===== src/zmpri_params.svh =====
// constants for the zone merge controller register bank
// assumes includers use the macro names only
`ifndef ZMPRI_PARAMS_SVH
`define ZMPRI_PARAMS_SVH
// module register addresses
`define ZMPRI_CLR_FAULT 16'h0016
`define ZMPRI_SENSOR_IN 16'h0023
`define ZMPRI_LSPEED 16'h0028
`define ZMPRI_AUX_OUT 16'h003f
`define ZMPRI_RSPEED 16'h0040
`define ZMPRI_MSTAT1 16'h0058
`define ZMPRI_MSTAT2 16'h0059
`define ZMPRI_UP_CTRL 16'h0068
`define ZMPRI_UP_REL 16'h0069
`define ZMPRI_UP_ARR 16'h006a
`define ZMPRI_UP_DEP 16'h006b
`define ZMPRI_UP_JAMCLR 16'h006d
`define ZMPRI_UP_STAT 16'h0074
`define ZMPRI_INDUCT 16'h0086
`define ZMPRI_DN_CTRL 16'h00b8
`define ZMPRI_DN_REL 16'h00b9
`define ZMPRI_DN_ARR 16'h00ba
`define ZMPRI_DN_DEP 16'h00bb
`define ZMPRI_DN_JAMCLR 16'h00bd
`define ZMPRI_DN_STAT 16'h00c4
`define ZMPRI_DISCH 16'h00e8
`define ZMPRI_UP_DIR 16'h016d
`define ZMPRI_DN_DIR 16'h0177
`define ZMPRI_ADDR_NONE 16'hffff
// assembly layout
`define ZMPRI_IN_WORDS 5'h0c
`define ZMPRI_OUT_WORDS 5'h0f
`define ZMPRI_IN_BASE 16'h0b54
`define ZMPRI_OUT_BASE 16'h0bb8
// control bit positions
`define ZMPRI_BIT_ACCUM 0
`define ZMPRI_BIT_HOLD_UP 8
`define ZMPRI_BIT_WAKE 12
// zone status codes, discharge full value, induct wake value
`define ZMPRI_ST_CLEAR 8'h01
`define ZMPRI_ST_BUSY 8'h02
`define ZMPRI_ST_ARR_RUN 8'h04
`define ZMPRI_ST_ARR_STOP 8'h05
`define ZMPRI_DISCH_FULL 16'h0005
`define ZMPRI_INDUCT_WAKE 16'h0004
// reset and timing
`define ZMPRI_REG_RST 16'h0000
`define ZMPRI_SYNC_W 5
`define ZMPRI_CLK_MHZ 100
`define ZMPRI_JAM_TIME_MS 5000
`define ZMPRI_JAM_CYCLES (`ZMPRI_JAM_TIME_MS * 1000 * `ZMPRI_CLK_MHZ)
`endif


===== src/zmpri_pkg.sv =====
// types of the zone merge controller register bank
// assumes nothing outside
package zmpri_pkg;
  typedef logic [15:0] zmpri_word_t;
  typedef logic [7:0] zmpri_byte_t;
  typedef logic [4:0] zmpri_bidx_t;
endpackage : zmpri_pkg


===== src/zmpri_top.sv =====
// zone merge controller: register bank, cyclic assemblies, two-zone accumulation logic
// assumes one 100 MHz clock, sensor and neighbour pins asynchronous to it
`timescale 1ns/1ps
`include "zmpri_params.svh"

module zmpri_top #(
  parameter int unsigned JAM_CYCLES = `ZMPRI_JAM_CYCLES
) (
  input wire logic clk,
  input wire logic arst_n,
  input wire logic [15:0] reg_addr,
  input wire logic reg_wr,
  input wire logic reg_rd,
  input zmpri_pkg::zmpri_word_t reg_wdata,
  output zmpri_pkg::zmpri_word_t reg_rdata,
  input zmpri_pkg::zmpri_bidx_t asm_in_idx,
  output zmpri_pkg::zmpri_byte_t asm_in_data,
  input zmpri_pkg::zmpri_bidx_t asm_out_idx,
  input wire logic asm_out_wr,
  input zmpri_pkg::zmpri_byte_t asm_out_data,
  input wire logic [3:0] sensor_pins,
  input wire logic upstream_feed_pin,
  input zmpri_pkg::zmpri_word_t module_status2_in,
  output logic [1:0] roller_motor_run,
  output logic upstream_neighbour_hold,
  output logic downstream_release,
  output zmpri_pkg::zmpri_word_t left_speed,
  output zmpri_pkg::zmpri_word_t right_speed,
  output zmpri_pkg::zmpri_word_t aux_out,
  output zmpri_pkg::zmpri_word_t clear_fault,
  output zmpri_pkg::zmpri_word_t up_dir_mode,
  output zmpri_pkg::zmpri_word_t dn_dir_mode
);
  import zmpri_pkg::*;

  ////////////////////////////////////////////////////////////////////////////////
  // pin synchronisers, change taken when stages two and three agree
  logic [`ZMPRI_SYNC_W-1:0] filt;
  for (genvar i = 0; i < `ZMPRI_SYNC_W; i++) begin : g_sync
    logic s1_q, s2_q, s3_q, f_q, f_d;
    always_comb begin
      f_d = (s2_q == s3_q) ? s3_q : f_q;
    end
    always_ff @(posedge clk or negedge arst_n) begin
      if (!arst_n) begin
        s1_q <= 1'b0;
        s2_q <= 1'b0;
        s3_q <= 1'b0;
        f_q <= 1'b0;
      end else begin
        s1_q <= (i < 4) ? sensor_pins[i % 4] : upstream_feed_pin;
        s2_q <= s1_q;
        s3_q <= s2_q;
        f_q <= f_d;
      end
    end
    assign filt[i] = f_q;
  end

  ////////////////////////////////////////////////////////////////////////////////
  // assembly word maps
  function automatic zmpri_word_t in_map(input logic [3:0] w);
    case (w)
      4'h0: in_map = `ZMPRI_UP_STAT;
      4'h1: in_map = `ZMPRI_DN_STAT;
      4'h2: in_map = `ZMPRI_UP_ARR;
      4'h3: in_map = `ZMPRI_UP_DEP;
      4'h4: in_map = `ZMPRI_DN_ARR;
      4'h5: in_map = `ZMPRI_DN_DEP;
      4'h6: in_map = `ZMPRI_MSTAT1;
      4'h7: in_map = `ZMPRI_MSTAT2;
      4'h8: in_map = `ZMPRI_UP_REL;
      4'h9: in_map = `ZMPRI_DN_REL;
      4'ha: in_map = `ZMPRI_SENSOR_IN;
      default: in_map = `ZMPRI_ADDR_NONE;
    endcase
  endfunction : in_map

  function automatic zmpri_word_t out_map(input logic [3:0] w);
    case (w)
      4'h0: out_map = `ZMPRI_UP_CTRL;
      4'h1: out_map = `ZMPRI_DN_CTRL;
      4'h2: out_map = `ZMPRI_LSPEED;
      4'h3: out_map = `ZMPRI_RSPEED;
      4'h4: out_map = `ZMPRI_UP_REL;
      4'h5: out_map = `ZMPRI_DN_REL;
      4'h6: out_map = `ZMPRI_INDUCT;
      4'h7: out_map = `ZMPRI_DISCH;
      4'h8: out_map = `ZMPRI_CLR_FAULT;
      4'h9: out_map = `ZMPRI_AUX_OUT;
      4'hb: out_map = `ZMPRI_UP_JAMCLR;
      4'hc: out_map = `ZMPRI_DN_JAMCLR;
      4'hd: out_map = `ZMPRI_UP_DIR;
      4'he: out_map = `ZMPRI_DN_DIR;
      default: out_map = `ZMPRI_ADDR_NONE;
    endcase
  endfunction : out_map

  ////////////////////////////////////////////////////////////////////////////////
  // write path: register port wins over an assembly word commit
  zmpri_byte_t hi_q, hi_d;
  logic wr_en;
  zmpri_word_t wr_addr, wr_data;
  always_comb begin
    hi_d = hi_q;
    wr_en = 1'b0;
    wr_addr = `ZMPRI_ADDR_NONE;
    wr_data = `ZMPRI_REG_RST;
    if (asm_out_wr && asm_out_idx < (`ZMPRI_OUT_WORDS * 5'h02)) begin
      if (!asm_out_idx[0]) begin
        hi_d = asm_out_data;
      end else begin
        wr_en = 1'b1;
        wr_addr = out_map(asm_out_idx[4:1]);
        wr_data = {hi_q, asm_out_data};
      end
    end
    if (reg_wr) begin
      wr_en = 1'b1;
      wr_addr = reg_addr;
      wr_data = reg_wdata;
    end
  end

  ////////////////////////////////////////////////////////////////////////////////
  // stored control registers
  zmpri_word_t ctrl_q [2], ctrl_d [2];
  zmpri_word_t jclr_q [2], jclr_d [2];
  zmpri_word_t lsp_q, lsp_d, rsp_q, rsp_d, aux_q, aux_d, cf_q, cf_d;
  zmpri_word_t ind_q, ind_d, dis_q, dis_d, dir_q [2], dir_d [2];
  logic [1:0] wr_ctrl, wr_rel, wr_jam;
  always_comb begin
    ctrl_d = ctrl_q;
    jclr_d = jclr_q;
    dir_d = dir_q;
    lsp_d = lsp_q;
    rsp_d = rsp_q;
    aux_d = aux_q;
    cf_d = cf_q;
    ind_d = ind_q;
    dis_d = dis_q;
    wr_ctrl = 2'b00;
    wr_rel = 2'b00;
    wr_jam = 2'b00;
    if (wr_en) begin
      case (wr_addr)
        `ZMPRI_UP_CTRL: begin
          ctrl_d[0] = wr_data;
          wr_ctrl[0] = 1'b1;
        end
        `ZMPRI_DN_CTRL: begin
          ctrl_d[1] = wr_data;
          wr_ctrl[1] = 1'b1;
        end
        `ZMPRI_UP_REL: wr_rel[0] = 1'b1;
        `ZMPRI_DN_REL: wr_rel[1] = 1'b1;
        `ZMPRI_UP_JAMCLR: begin
          jclr_d[0] = wr_data;
          wr_jam[0] = 1'b1;
        end
        `ZMPRI_DN_JAMCLR: begin
          jclr_d[1] = wr_data;
          wr_jam[1] = 1'b1;
        end
        `ZMPRI_LSPEED: lsp_d = wr_data;
        `ZMPRI_RSPEED: rsp_d = wr_data;
        `ZMPRI_AUX_OUT: aux_d = wr_data;
        `ZMPRI_CLR_FAULT: cf_d = wr_data;
        `ZMPRI_INDUCT: ind_d = wr_data;
        `ZMPRI_DISCH: dis_d = wr_data;
        `ZMPRI_UP_DIR: dir_d[0] = wr_data;
        `ZMPRI_DN_DIR: dir_d[1] = wr_data;
        default: wr_ctrl = 2'b00;
      endcase
    end
  end

  always_ff @(posedge clk or negedge arst_n) begin
    if (!arst_n) begin
      hi_q <= 8'h00;
      ctrl_q <= '{`ZMPRI_REG_RST, `ZMPRI_REG_RST};
      jclr_q <= '{`ZMPRI_REG_RST, `ZMPRI_REG_RST};
      dir_q <= '{`ZMPRI_REG_RST, `ZMPRI_REG_RST};
      lsp_q <= `ZMPRI_REG_RST;
      rsp_q <= `ZMPRI_REG_RST;
      aux_q <= `ZMPRI_REG_RST;
      cf_q <= `ZMPRI_REG_RST;
      ind_q <= `ZMPRI_REG_RST;
      dis_q <= `ZMPRI_REG_RST;
    end else begin
      hi_q <= hi_d;
      ctrl_q <= ctrl_d;
      jclr_q <= jclr_d;
      dir_q <= dir_d;
      lsp_q <= lsp_d;
      rsp_q <= rsp_d;
      aux_q <= aux_d;
      cf_q <= cf_d;
      ind_q <= ind_d;
      dis_q <= dis_d;
    end
  end

  ////////////////////////////////////////////////////////////////////////////////
  // zone motion: index 0 upstream zone, 1 downstream zone
  logic [1:0] occ, hold, go, run, jam, relreq, accnext;
  zmpri_word_t arr [2], dep [2], relcnt [2];
  logic feed_up;
  assign occ = filt[1:0];
  always_comb begin
    hold[0] = ctrl_q[0][`ZMPRI_BIT_ACCUM] | accnext[0] | ctrl_q[1][`ZMPRI_BIT_HOLD_UP];
    hold[1] = ctrl_q[1][`ZMPRI_BIT_ACCUM] | accnext[1];
    go = ~hold | relreq;
    feed_up = ctrl_q[0][`ZMPRI_BIT_WAKE] | (ind_q == `ZMPRI_INDUCT_WAKE) | filt[4];
    // upstream zone passes into an empty downstream zone
    run[0] = ~jam[0] & ((occ[0] & go[0] & ~occ[1]) | (~occ[0] & feed_up));
    // a full and stopped discharge keeps the load in place
    run[1] = ~jam[1] & ((occ[1] & go[1] & (dis_q != `ZMPRI_DISCH_FULL))
             | (~occ[1] & occ[0] & go[0]));
  end

  for (genvar z = 0; z < 2; z++) begin : g_zone
    logic prev_q, jam_q, jam_d, req_q, req_d, acc_q, acc_d, arrive, depart;
    zmpri_word_t arr_q, arr_d, dep_q, dep_d, rc_q, rc_d;
    logic [31:0] jc_q, jc_d;
    always_comb begin
      arrive = occ[z] & ~prev_q;
      depart = ~occ[z] & prev_q;
      arr_d = arrive ? arr_q + 16'h0001 : arr_q;
      dep_d = depart ? dep_q + 16'h0001 : dep_q;
      rc_d = (depart & req_q) ? rc_q + 16'h0001 : rc_q;
      req_d = wr_rel[z] ? 1'b1 : (depart ? 1'b0 : req_q);
      acc_d = (depart & req_q) ? 1'b1 : (wr_ctrl[z] ? 1'b0 : acc_q);
      jc_d = (run[z] & occ[z]) ? jc_q + 32'h0000_0001 : 32'h0000_0000;
      jam_d = (jc_q == JAM_CYCLES - 1) ? 1'b1 : (wr_jam[z] ? 1'b0 : jam_q);
    end
    always_ff @(posedge clk or negedge arst_n) begin
      if (!arst_n) begin
        prev_q <= 1'b0;
        arr_q <= `ZMPRI_REG_RST;
        dep_q <= `ZMPRI_REG_RST;
        rc_q <= `ZMPRI_REG_RST;
        req_q <= 1'b0;
        acc_q <= 1'b0;
        jc_q <= 32'h0000_0000;
        jam_q <= 1'b0;
      end else begin
        prev_q <= occ[z];
        arr_q <= arr_d;
        dep_q <= dep_d;
        rc_q <= rc_d;
        req_q <= req_d;
        acc_q <= acc_d;
        jc_q <= jc_d;
        jam_q <= jam_d;
      end
    end
    assign arr[z] = arr_q;
    assign dep[z] = dep_q;
    assign relcnt[z] = rc_q;
    assign jam[z] = jam_q;
    assign relreq[z] = req_q;
    assign accnext[z] = acc_q;
  end

  ////////////////////////////////////////////////////////////////////////////////
  // zone status and read mux
  function automatic zmpri_word_t zstat(input logic o, input logic r);
    zstat = {8'h00, o ? (r ? `ZMPRI_ST_ARR_RUN : `ZMPRI_ST_ARR_STOP)
                      : (r ? `ZMPRI_ST_BUSY : `ZMPRI_ST_CLEAR)};
  endfunction : zstat

  function automatic zmpri_word_t rd_val(input zmpri_word_t a);
    case (a)
      `ZMPRI_UP_STAT: rd_val = zstat(occ[0], run[0]);
      `ZMPRI_DN_STAT: rd_val = zstat(occ[1], run[1]);
      `ZMPRI_UP_ARR: rd_val = arr[0];
      `ZMPRI_UP_DEP: rd_val = dep[0];
      `ZMPRI_DN_ARR: rd_val = arr[1];
      `ZMPRI_DN_DEP: rd_val = dep[1];
      `ZMPRI_MSTAT1: rd_val = {14'h0000, jam};
      `ZMPRI_MSTAT2: rd_val = module_status2_in;
      `ZMPRI_UP_REL: rd_val = relcnt[0];
      `ZMPRI_DN_REL: rd_val = relcnt[1];
      `ZMPRI_SENSOR_IN: rd_val = {12'h000, filt[3:0]};
      `ZMPRI_UP_CTRL: rd_val = ctrl_q[0];
      `ZMPRI_DN_CTRL: rd_val = ctrl_q[1];
      `ZMPRI_LSPEED: rd_val = lsp_q;
      `ZMPRI_RSPEED: rd_val = rsp_q;
      `ZMPRI_INDUCT: rd_val = ind_q;
      `ZMPRI_DISCH: rd_val = dis_q;
      `ZMPRI_CLR_FAULT: rd_val = cf_q;
      `ZMPRI_AUX_OUT: rd_val = aux_q;
      `ZMPRI_UP_JAMCLR: rd_val = jclr_q[0];
      `ZMPRI_DN_JAMCLR: rd_val = jclr_q[1];
      `ZMPRI_UP_DIR: rd_val = dir_q[0];
      `ZMPRI_DN_DIR: rd_val = dir_q[1];
      default: rd_val = `ZMPRI_REG_RST;
    endcase
  endfunction : rd_val

  ////////////////////////////////////////////////////////////////////////////////
  // registered outputs
  zmpri_word_t rdata_q, rdata_d, in_word;
  zmpri_byte_t ib_q, ib_d;
  logic [1:0] run_q;
  logic hold_q, rel_q;
  always_comb begin
    rdata_d = reg_rd ? rd_val(reg_addr) : rdata_q;
    in_word = (asm_in_idx < (`ZMPRI_IN_WORDS * 5'h02)) ? rd_val(in_map(asm_in_idx[4:1]))
              : `ZMPRI_REG_RST;
    ib_d = asm_in_idx[0] ? in_word[7:0] : in_word[15:8];
  end
  always_ff @(posedge clk or negedge arst_n) begin
    if (!arst_n) begin
      rdata_q <= `ZMPRI_REG_RST;
      ib_q <= 8'h00;
      run_q <= 2'b00;
      hold_q <= 1'b0;
      rel_q <= 1'b0;
    end else begin
      rdata_q <= rdata_d;
      ib_q <= ib_d;
      run_q <= run;
      hold_q <= ctrl_q[0][`ZMPRI_BIT_HOLD_UP];
      rel_q <= run[1] & occ[1];
    end
  end

  assign reg_rdata = rdata_q;
  assign asm_in_data = ib_q;
  assign roller_motor_run = run_q;
  assign upstream_neighbour_hold = hold_q;
  assign downstream_release = rel_q;
  assign left_speed = lsp_q;
  assign right_speed = rsp_q;
  assign aux_out = aux_q;
  assign clear_fault = cf_q;
  assign up_dir_mode = dir_q[0];
  assign dn_dir_mode = dir_q[1];
endmodule : zmpri_top


===== config.mk =====
export PLATFORM = sky130hd
export DESIGN_NAME = zmpri_top
export DESIGN_NICKNAME = d
export VERILOG_FILES = /design/src/zmpri_pkg.sv /design/src/zmpri_top.sv
export VERILOG_INCLUDE_DIRS = /design/src
export SDC_FILE = /design/constraint.sdc
export NUM_CORES = 1
export LEC_CHECK = 0
export BUFFER_PORTS_ARGS = -buffer_cell sky130_fd_sc_hd__buf_2
export CELL_PAD_IN_SITES_DETAIL_PLACEMENT = 1
export CELL_PAD_IN_SITES_GLOBAL_PLACEMENT = 2
export CORE_ASPECT_RATIO = 1.5
export CORE_MARGIN = 3
export CORE_UTILIZATION = 35
export CTS_CLUSTER_SIZE = 14
export DETAILED_ROUTE_END_ITERATION = 7
export GPL_TIMING_DRIVEN = 0
export PLACE_DENSITY = 0.81
export SYNTH_ARGS = -nofsm -noshare
export SYNTH_HDL_FRONTEND = slang
export SYNTH_SLANG_ARGS = --single-unit

===== constraint.sdc =====
create_clock -name clk -period 2 [get_ports clk]
set_clock_uncertainty 0.1 [all_clocks]
set_input_delay 0.3 -clock clk [delete_from_list [all_inputs] [get_ports clk]]
set_output_delay 0.3 -clock clk [all_outputs]
set_load 0.01 [all_outputs]

# Word-level counts from Yosys, hierarchy flattened
# Memory sizes are Yosys's and may differ from the RTL's.
# Cells that the tools add are included.
# word_totals
ff_bits,416
latch_bits,0
mem_bits_rw,0
mem_bits_ro,512
elab_cells,230
memories,2
# op_classes
n_addsub,8
mul,0
div_mod_pow,0
magnitude_cmp,2
eq_ne,69
shift,0
muxes,42
bitwise,33
reduce_logical,20
# mem_list
memory,depth,word_bits,rd,rd_clocked_by_memory_dff,wr,line,rtl
(no name shown),16,16,1,0,0,zmpri_top.sv:80,case (w)
(no name shown),16,16,1,0,0,zmpri_top.sv:63,case (w)
# ops
cell,count
$pmux 16 s23,2
$eq 16x7->1 const B,22
$eq 16x8->1 const B,21
$eq 16x6->1 const B,8
$mux 16,7
$add 16x1->16 const B,6
$eq 16x9->1 const B,6
$add 32x1->32 const B,2
$eq 32x29->1 const B,2
$mux 32,2
$eq 16x5->1 const B,3
$reduce_and 2->1,13
$mux 1,23
$and 1x1->1,17
$eq 16x3->1 const B,1
$ne 16x3->1 const B,1
$reduce_bool 2->1,6
$lt 5x5->1 const B,2
$mux 2,5
$mux 8,1
$not 1->1,7
$or 1x1->1,7
$mux 3,2
$eq 1x1->1,5
other kinds (3),3

# Logic depth before layout (Yosys ltp)
# Gate-level depths: netlist (run 1).
# logic_depth
ltp_word,13
ltp_mapped,14
depth_no_buf,9

# Worst setup path after synthesis (run 1)
# No wires, ideal clock.
# synth_path
path_kind,input to register
startpoint,input asm_in_idx[3]
endpoint,"register ib_q[0], in the netlist asm_in_data[0]"
setup_time_ns,0.120
arrival_ns,2.854
slack_ns,-1.074
stages,11
n_path_buf,3
path_cell_list,buf_6 -> buf_2 -> inv_1 -> ha_1 -> clkbuf_1 -> nor2_1 -> a22o_1 -> a22o_1 -> a221o_1 -> or4b_1 -> o211a_1
# synth_via
elab_chain_cells,5
elab_cells_between_ends,28
cone_classes,1 x order compare; 23 x eq/ne; 3 x mux; 1 x memory
# synth_lines
item,line,rtl
from (decl),zmpri_top.sv:16,"input zmpri_pkg::zmpri_bidx_t asm_in_idx,"
$mem_v2 16x16,-,
"$eq 16x9->1, or another cell as far along",zmpri_top.sv:274,case (a)
$pmux 16 s23,zmpri_top.sv:274,
$mux 16 (no source line) (*),-,
$mux 8 (*),zmpri_top.sv:312,ib_d = asm_in_idx[0] ? in_word[7:0] : in_word[15:8];
via ib_d[0],zmpri_top.sv:305,"zmpri_byte_t ib_q, ib_d;"
to (signal assigned),zmpri_top.sv:323,ib_q <= ib_d;
to (decl),zmpri_top.sv:305,
# Mark *: on every way through the listed nets, which the timed path passes. The rest lies on a longest branch.
# A chain may end at the register's enable or synchronous reset.

# Final worst setup path (run 1)
# layout_path
startpoint,input asm_in_idx[2]
endpoint,"register ib_q[3], in the netlist asm_in_data[3]"
# The elaborated chain is that of the path after synthesis.

==> results of run 1 <==
## cell usage after synthesis, drive strengths merged (9+ instances only)
master / count / area [sq um]
nand3: 104 / 521
nand2b: 20 / 125
nor3: 57 / 348
or3: 12 / 75.1
a211oi: 9 / 77.6
a22oi: 162 / 1220
o211ai: 9 / 67.6
nand4: 69 / 438
and3: 28 / 175
and2: 12 / 75.1
inv: 30 / 113
nor2b: 24 / 150
mux2: 116 / 1310
and4: 13 / 119
ha: 21 / 263
nor2: 180 / 698
a22o: 43 / 377
xnor2: 87 / 762
buf: 42 / 258
a21oi: 63 / 315
clkbuf: 74 / 278
a221oi: 34 / 304
a222oi: 29 / 290
dfrtp: 416 / 10400
a2111oi: 10 / 126
xor2: 58 / 508
nand2: 180 / 676
o21ai: 75 / 375
o22ai: 14 / 87.6
nor4: 34 / 262
## state kept, by name, indices dropped and copies added, names as in the netlist, 5 cells and up
register,count
up_dir_mode,16
hi_q,8
clear_fault,16
asm_in_data,8
dis_q,16
g_sync.f_q,5
right_speed,16
g_zone.dep_q,32
g_zone.jc_q,64
g_sync.s1_q,5
jclr_q,32
ind_q,16
g_sync.s3_q,5
dn_dir_mode,16
ctrl_q,32
left_speed,16
g_zone.arr_q,32
g_zone.rc_q,32
g_sync.s2_q,5
aux_out,16
reg_rdata,16
## kinds of logic after synthesis
| group | count (synthesis) |
|---|---|
| compound gates | 509 |
| buf+inv | 147 |
| fa+ha+maj | 26 |
| mux | 123 |
| simple gates | 780 |
| flops | 416 |
| xor+xnor | 145 |
## layout make-up
| cell class | count | area [sq um] |
|---|---|---|
| diodes | 1 | 2.50 |
| plain buffers | 104 | 1260 |
| clock buffers | 60 | 1280 |
| clock inverters | 20 | 385 |
| fillers | 6443 | 28600 |
| inverters | 31 | 144 |
| multi-input cells | 1583 | 14100 |
| flip-flops and latches | 416 | 10400 |
| well taps | 791 | 990 |
| repair buffers | 503 | 4390 |
## critical path, cell delays in order
cell,delay (ns)
buf_12,0.11
clkinvlp_4,0.10
buf_12,0.13
ha_4,0.16
buf_4,0.13
nor2b_4,0.27
nand3_2,0.13
nor4_4,0.53
buf_6,0.21
buf_4,0.19
a22o_1,0.21
a211oi_1,0.06
and3_1,0.19
a31oi_4,0.21
## power breakdown
part	total [mW]	switching, mW	internal [mW]	leakage [nW]
sequential	9.67	0.881	8.79	5.64
combinational	2.81	1.66	1.15	7.63
clock	9.63	3.93	5.70	0.813
## stage by stage
step           area (sq um)  power, mW  setup TNS (ns)  hold slack (ns)  util [%]
6_report              32900       22.1          -16.39           -0.435      53.5
5_1_grt               32900       22.7          -24.04           -0.397      53.5
4_1_cts               30700       21.8          -12.90           -0.414      49.9
3_5_place_dp          25100       11.7         -320.37            0.239      40.8
3_3_place_gp          25000       11.6        -3528.15            0.232      40.6
2_1_floorplan         23000       10.5          -59.22          -0.0956         -
## repair_timing
action,CTS,global route
endpoints found under the setup margin,352,276
buffers inserted,184,97
gates resized for setup,453,324
cloned,10,8
pin swaps,152,143
hold endpoints to repair,101,87
## layer usage
| layer | GRT usage, % | vias up | part of all wire (%) |
|---|---|---|---|
| li1 | - | 9157 | - |
| met1 | 41.1 | 11469 | 35 |
| met2 | 59.5 | 1245 | 47 |
| met3 | 7.05 | 530 | 7.1 |
| met4 | 28.4 | 4 | 11 |
| met5 | 0 | - | 0.018 |
## layout by cell type (no fill, tap or decap), types with 61 or more instances in the layout
cell type,synthesis,layout
dfrtp_1,416,408
buf_4,4,198
a22oi_1,161,129
xnor2_1,87,83
buf_2,32,193
nand4_1,68,68
nor2_1,175,99
nor2_4,2,62
nand3_1,104,62
nand2_1,180,147
buf_6,6,61
mux2_4,1,69
## worst paths after layout
kind | from | to | slack, ns | cells past startpoint
setup reg to reg | ctrl_q[28] | asm_in_data[1] | -0.47 | 6
max in group asynchronous | arst_n | g_zone[0].arr_q[0] | 0.50 | 3
hold / removal | arst_n | g_zone[0].jc_q[1] | -0.43 | 1
setup / recovery | asm_in_idx[2] | asm_in_data[3] | -0.53 | 14
min in group clk | reg_wdata[9] | jclr_q[25] | 0.05 | 3
hold reg to reg | g_sync[4].s1_q | g_sync[4].s2_q | 0.25 | 0
==> out/qor.txt, run 1 <==
Antenna viol nets, final -> 0
Initial core utilization -> 35.6%
Largest net degree at the start of global routing -> 119
Layout cell share with drive strength beyond 1 -> 45.5%
Number of buffers added on ports -> 193
Clk pin slew, worst setup/hold paths -> 0.07 ns
Main synth FF type -> dfrtp_1
CP Capture Type -> register
# hold bufs at CTS -> 14
Seq/Total Area, Yosys -> 47.6%
Slew Limit Fails -> 0
Status -> finished, violations left
Boundary Pins -> 200
Via-to-Cell Ratio -> 6.39
Simple-gate share of the synthesized area -> 18.6%
Tot GR Track Use -> 36.2%
Post-synth EDFFs -> 0
Final setup violation count -> 134
DP Wirelength -> 87900 um
Startpoint Class -> input port
Leak -> 14.1 nW
Final min period -> 2.53 ns
Syn_area_per_cell -> 10.2 sq um
Routed len/inst -> 35.9 um
Vias -> 22405
Area growth syn-to-layout -> 50.5%
Initial drt markers -> 2309
Max Fclk -> 396 MHz
Hold Slack -> -0.435 ns
Final Hold Vio Count -> 87
Max Cap Viol -> 0
Die Area -> 0.0656 sq mm
Worst slack at placement -> -2.53 ns
Num CTS Buffers -> 44
Failing checks -> hold timing, setup timing
First-pass GRT wire length -> 172000 um
Number of library cell types mapped by synthesis -> 92
Crit share post-route -> 126%
Ys Warns -> 0
Die width -> 210 um
Kind of critical path -> in2reg
Actual slew at the worst max-slew pin -> 1.11 ns
Netlist Area Pre-Place -> 0.0219 sq mm
# rows -> 111
CTS sink cnt -> 416
Slew margin rel. -> 26.0%
Die Ht -> 312 um
Worst-Skew Late Latency -> 0.64 ns
Synth Instances -> 2146
Max FO, Critical Path -> 5
Cell area power density -> 671 mW/mm^2
Post-route insts no fill -> 3509
Maximum vdd drop -> 646 uV
Placed Instances -> 3135
RePlAce Congestion -> 1.03
CTS max path bufs -> 3
Asr flop ratio synth -> 100%
CP Data Required Time -> 2.42 ns
Drt pass-1 iters -> 7
Mux cell area share after synthesis -> 6.33%
Setup WS post-layout -> -0.527 ns
Gr ovfl total -> 0
H-tree levels -> 2
Core footprint -> 0.0615 sq mm
Initial antenna violation count -> 2
Final routed DRC violation total -> 0
Arr. time, crit path -> 2.95 ns
Post-synthesis register bit count -> 416
CTS tree -> done
Xor/xnor share of the synthesized area -> 5.80%
Unrepaired setup endpoints after global routing -> yes
Main combinational cell family by area after synthesis -> simple AND/OR/NAND/NOR gates
Wirelength, routed -> 126000 um
CTS Root Cell -> clkbuf_16
Synth Area in Adders -> 1.43%
Vias in the first global route -> 23386
Compound-cell area share of the yosys netlist -> 17.3%
Final net count -> 2780
Syn nets -> 2243
Hold WC Path Type -> in2async
Power figures use the tool's default switching activity.
==> inputs of run 2 (changes only) <==
- CORE_UTILIZATION: 35 -> 42
- PLACE_DENSITY: 0.81 -> 0.91
- clock period: 2 -> 2.95 ns (I/O delays scaled with it)
==> run 2 against run 1 <==
Effect of this change: the flow finishes with violations (setup timing); register-to-register slack improved by 0.49 ns; sequential power decreased by 34%; routed wire length decreased by 11%; final cell count decreased by 10%; design area decreased by 20%; sequential share of layout area increased by 7.7 points; setup slack improved by 0.42 ns; combinational power decreased by 47%.
==> out/qor.txt, run 2 (synthesized netlist as in run 1, its figures left out) <==
Startpoint Class -> input port
Final Cell Area -> 0.0265 sq mm
Gr ovfl total -> 0
Crit share post-route -> 104%
Largest Register -> g_zone.jc_q
Final Util -> 51.9%
DP Wirelength -> 85500 um
Initial drt markers -> 2305
Status -> finished, violations left
Final min period -> 3.06 ns
Num CTS Buffers -> 44
Failing checks -> setup timing
Number of buffers added on ports -> 193
RePlAce Congestion -> 1.01
Max Cap Viol -> 0
CP Data Required Time -> 3.37 ns
Ant. Diodes -> 0
Via-to-Cell Ratio -> 6.73
Max reg flops -> 64
Initial antenna violation count -> 2
Die Ht -> 286 um
Boundary Pins -> 200
Setup WS post-layout -> -0.109 ns
Max Fclk -> 327 MHz
Die width -> 192 um
Vias in the first global route -> 21790
Vias -> 21167
Commonest cells after routing, fill and taps aside -> 416 x dfrtp_1, 216 x buf_2, 178 x nand2_1
Final net count -> 2536
Placed inst area -> 0.0239 sq mm
Hold WC Path Type -> in2reg
Final Hold Vio Count -> 0
Final setup violation count -> 4
CTS max path bufs -> 3
CTS Root Cell -> clkbuf_16
Initial core utilization -> 42.9%
Cell area power density -> 519 mW/mm^2
Tot GR Track Use -> 40.3%
Wirelength, routed -> 112000 um
Max FO, Critical Path -> 10
Antenna viol nets, final -> 0
CTS sink cnt -> 416
Slew Limit Fails -> 0
Slew margin rel. -> 13.1%
Core footprint -> 0.0511 sq mm
Commonest non-fill, non-tap cell in the layout -> dfrtp_1
H-tree levels -> 2
Largest net degree at the start of global routing -> 123
Unrepaired setup endpoints after global routing -> yes
Drt pass-1 iters -> 7
Arr. time, crit path -> 3.48 ns
Worst-Skew Late Latency -> 0.60 ns
Final routed DRC violation total -> 0
# rows -> 101
Area growth syn-to-layout -> 21.1%
CTS tree -> done
Clk pin slew, worst setup/hold paths -> 0.06 ns
First-pass GRT wire length -> 159000 um
Kind of critical path -> in2reg
CP Capture Type -> register
Layout fillers -> 5709
Actual slew at the worst max-slew pin -> 1.30 ns
Routed len/inst -> 35.7 um
Maximum vdd drop -> 470 uV
Layout cell share with drive strength beyond 1 -> 25.6%
Leak -> 11.5 nW
Die Area -> 0.0549 sq mm
-- run 2: critical path, cell delays in order --
cell and delay [ns]:
buf_2 0.20, or3b_2 0.53, nor2_1 0.73, nand4_1 0.16, o21ai_0 0.89, a221oi_1 0.13
and3_1 0.26, a31oi_1 0.13
-- run 2: metrics by stage --
| step | setup TNS (ns) | instances | setup slack, ns | power (mW) | hold slack (ns) |
|---|---|---|---|---|---|
| global route | -0.513 | 3143 | -0.0936 | 14.1 | 0.0135 |
| global placement | -3005.24 | 3008 | -6.94 | 7.77 | 0.232 |
| floorplan | -0.0333 | 2146 | -0.0333 | 7.03 | 0.0469 |
| finish | -0.330 | 3143 | -0.109 | 13.8 | 0.0221 |
| detailed placement | -160.32 | 3016 | -1.72 | 7.83 | 0.236 |
| CTS | -0.00124 | 3129 | -0.000758 | 13.7 | 0.000304 |
-- run 2: layer usage --
layer	routed length, um	track usage (%)	vias up
met4	10400	28.5	2
met5	13	0	-
met1	39700	47.2	10785
met2	53000	66.2	1306
li1	-	-	8663
met3	9210	7.37	411
-- run 2: cell type report --
class | count | area [sq um] | area share [%]
buffer | 109 | 623 | 2.35
clock buffer | 60 | 1260 | 4.76
clock inverter | 21 | 235 | 0.888
inverter | 31 | 120 | 0.454
multi-input combinational | 1583 | 11400 | 43.0
sequential | 416 | 10400 | 39.3
tap | 669 | 837 | 3.16
timing repair buffer | 254 | 1620 | 6.11
-- run 2: final timing paths --
| kind | start | end | slack [ns] | cells after the start |
|---|---|---|---|---|
| min in group asynchronous | arst_n | g_zone[0].jc_q[1] | 0.42 | 2 |
| worst max-delay path | reg_addr[6] | reg_rdata[10] | -0.11 | 8 |
| max in group asynchronous | arst_n | g_sync[0].s2_q | 0.83 | 4 |
| worst max register to register | dis_q[11] | asm_in_data[0] | 0.02 | 7 |
| worst min-delay path | asm_out_data[6] | hi_q[6] | 0.02 | 2 |
| worst min register to register | g_sync[0].s1_q | g_sync[0].s2_q | 0.25 | 0 |
-- run 2: timing repair --
item,in CTS,in global routing
hold endpoints to repair,120,0
gates resized for setup,115,53
pin swaps,20,15
setup endpoints to repair,147,141
hold buffers,6,0
setup buffers,31,16
gates cloned,1,0
-- run 2: where the power goes --
part           switching, mW  internal, mW  total [mW]
clock network           2.56          3.30        5.85
registers              0.460          5.96        6.42
logic                  0.958         0.521        1.48
total                   3.98          9.78        13.8
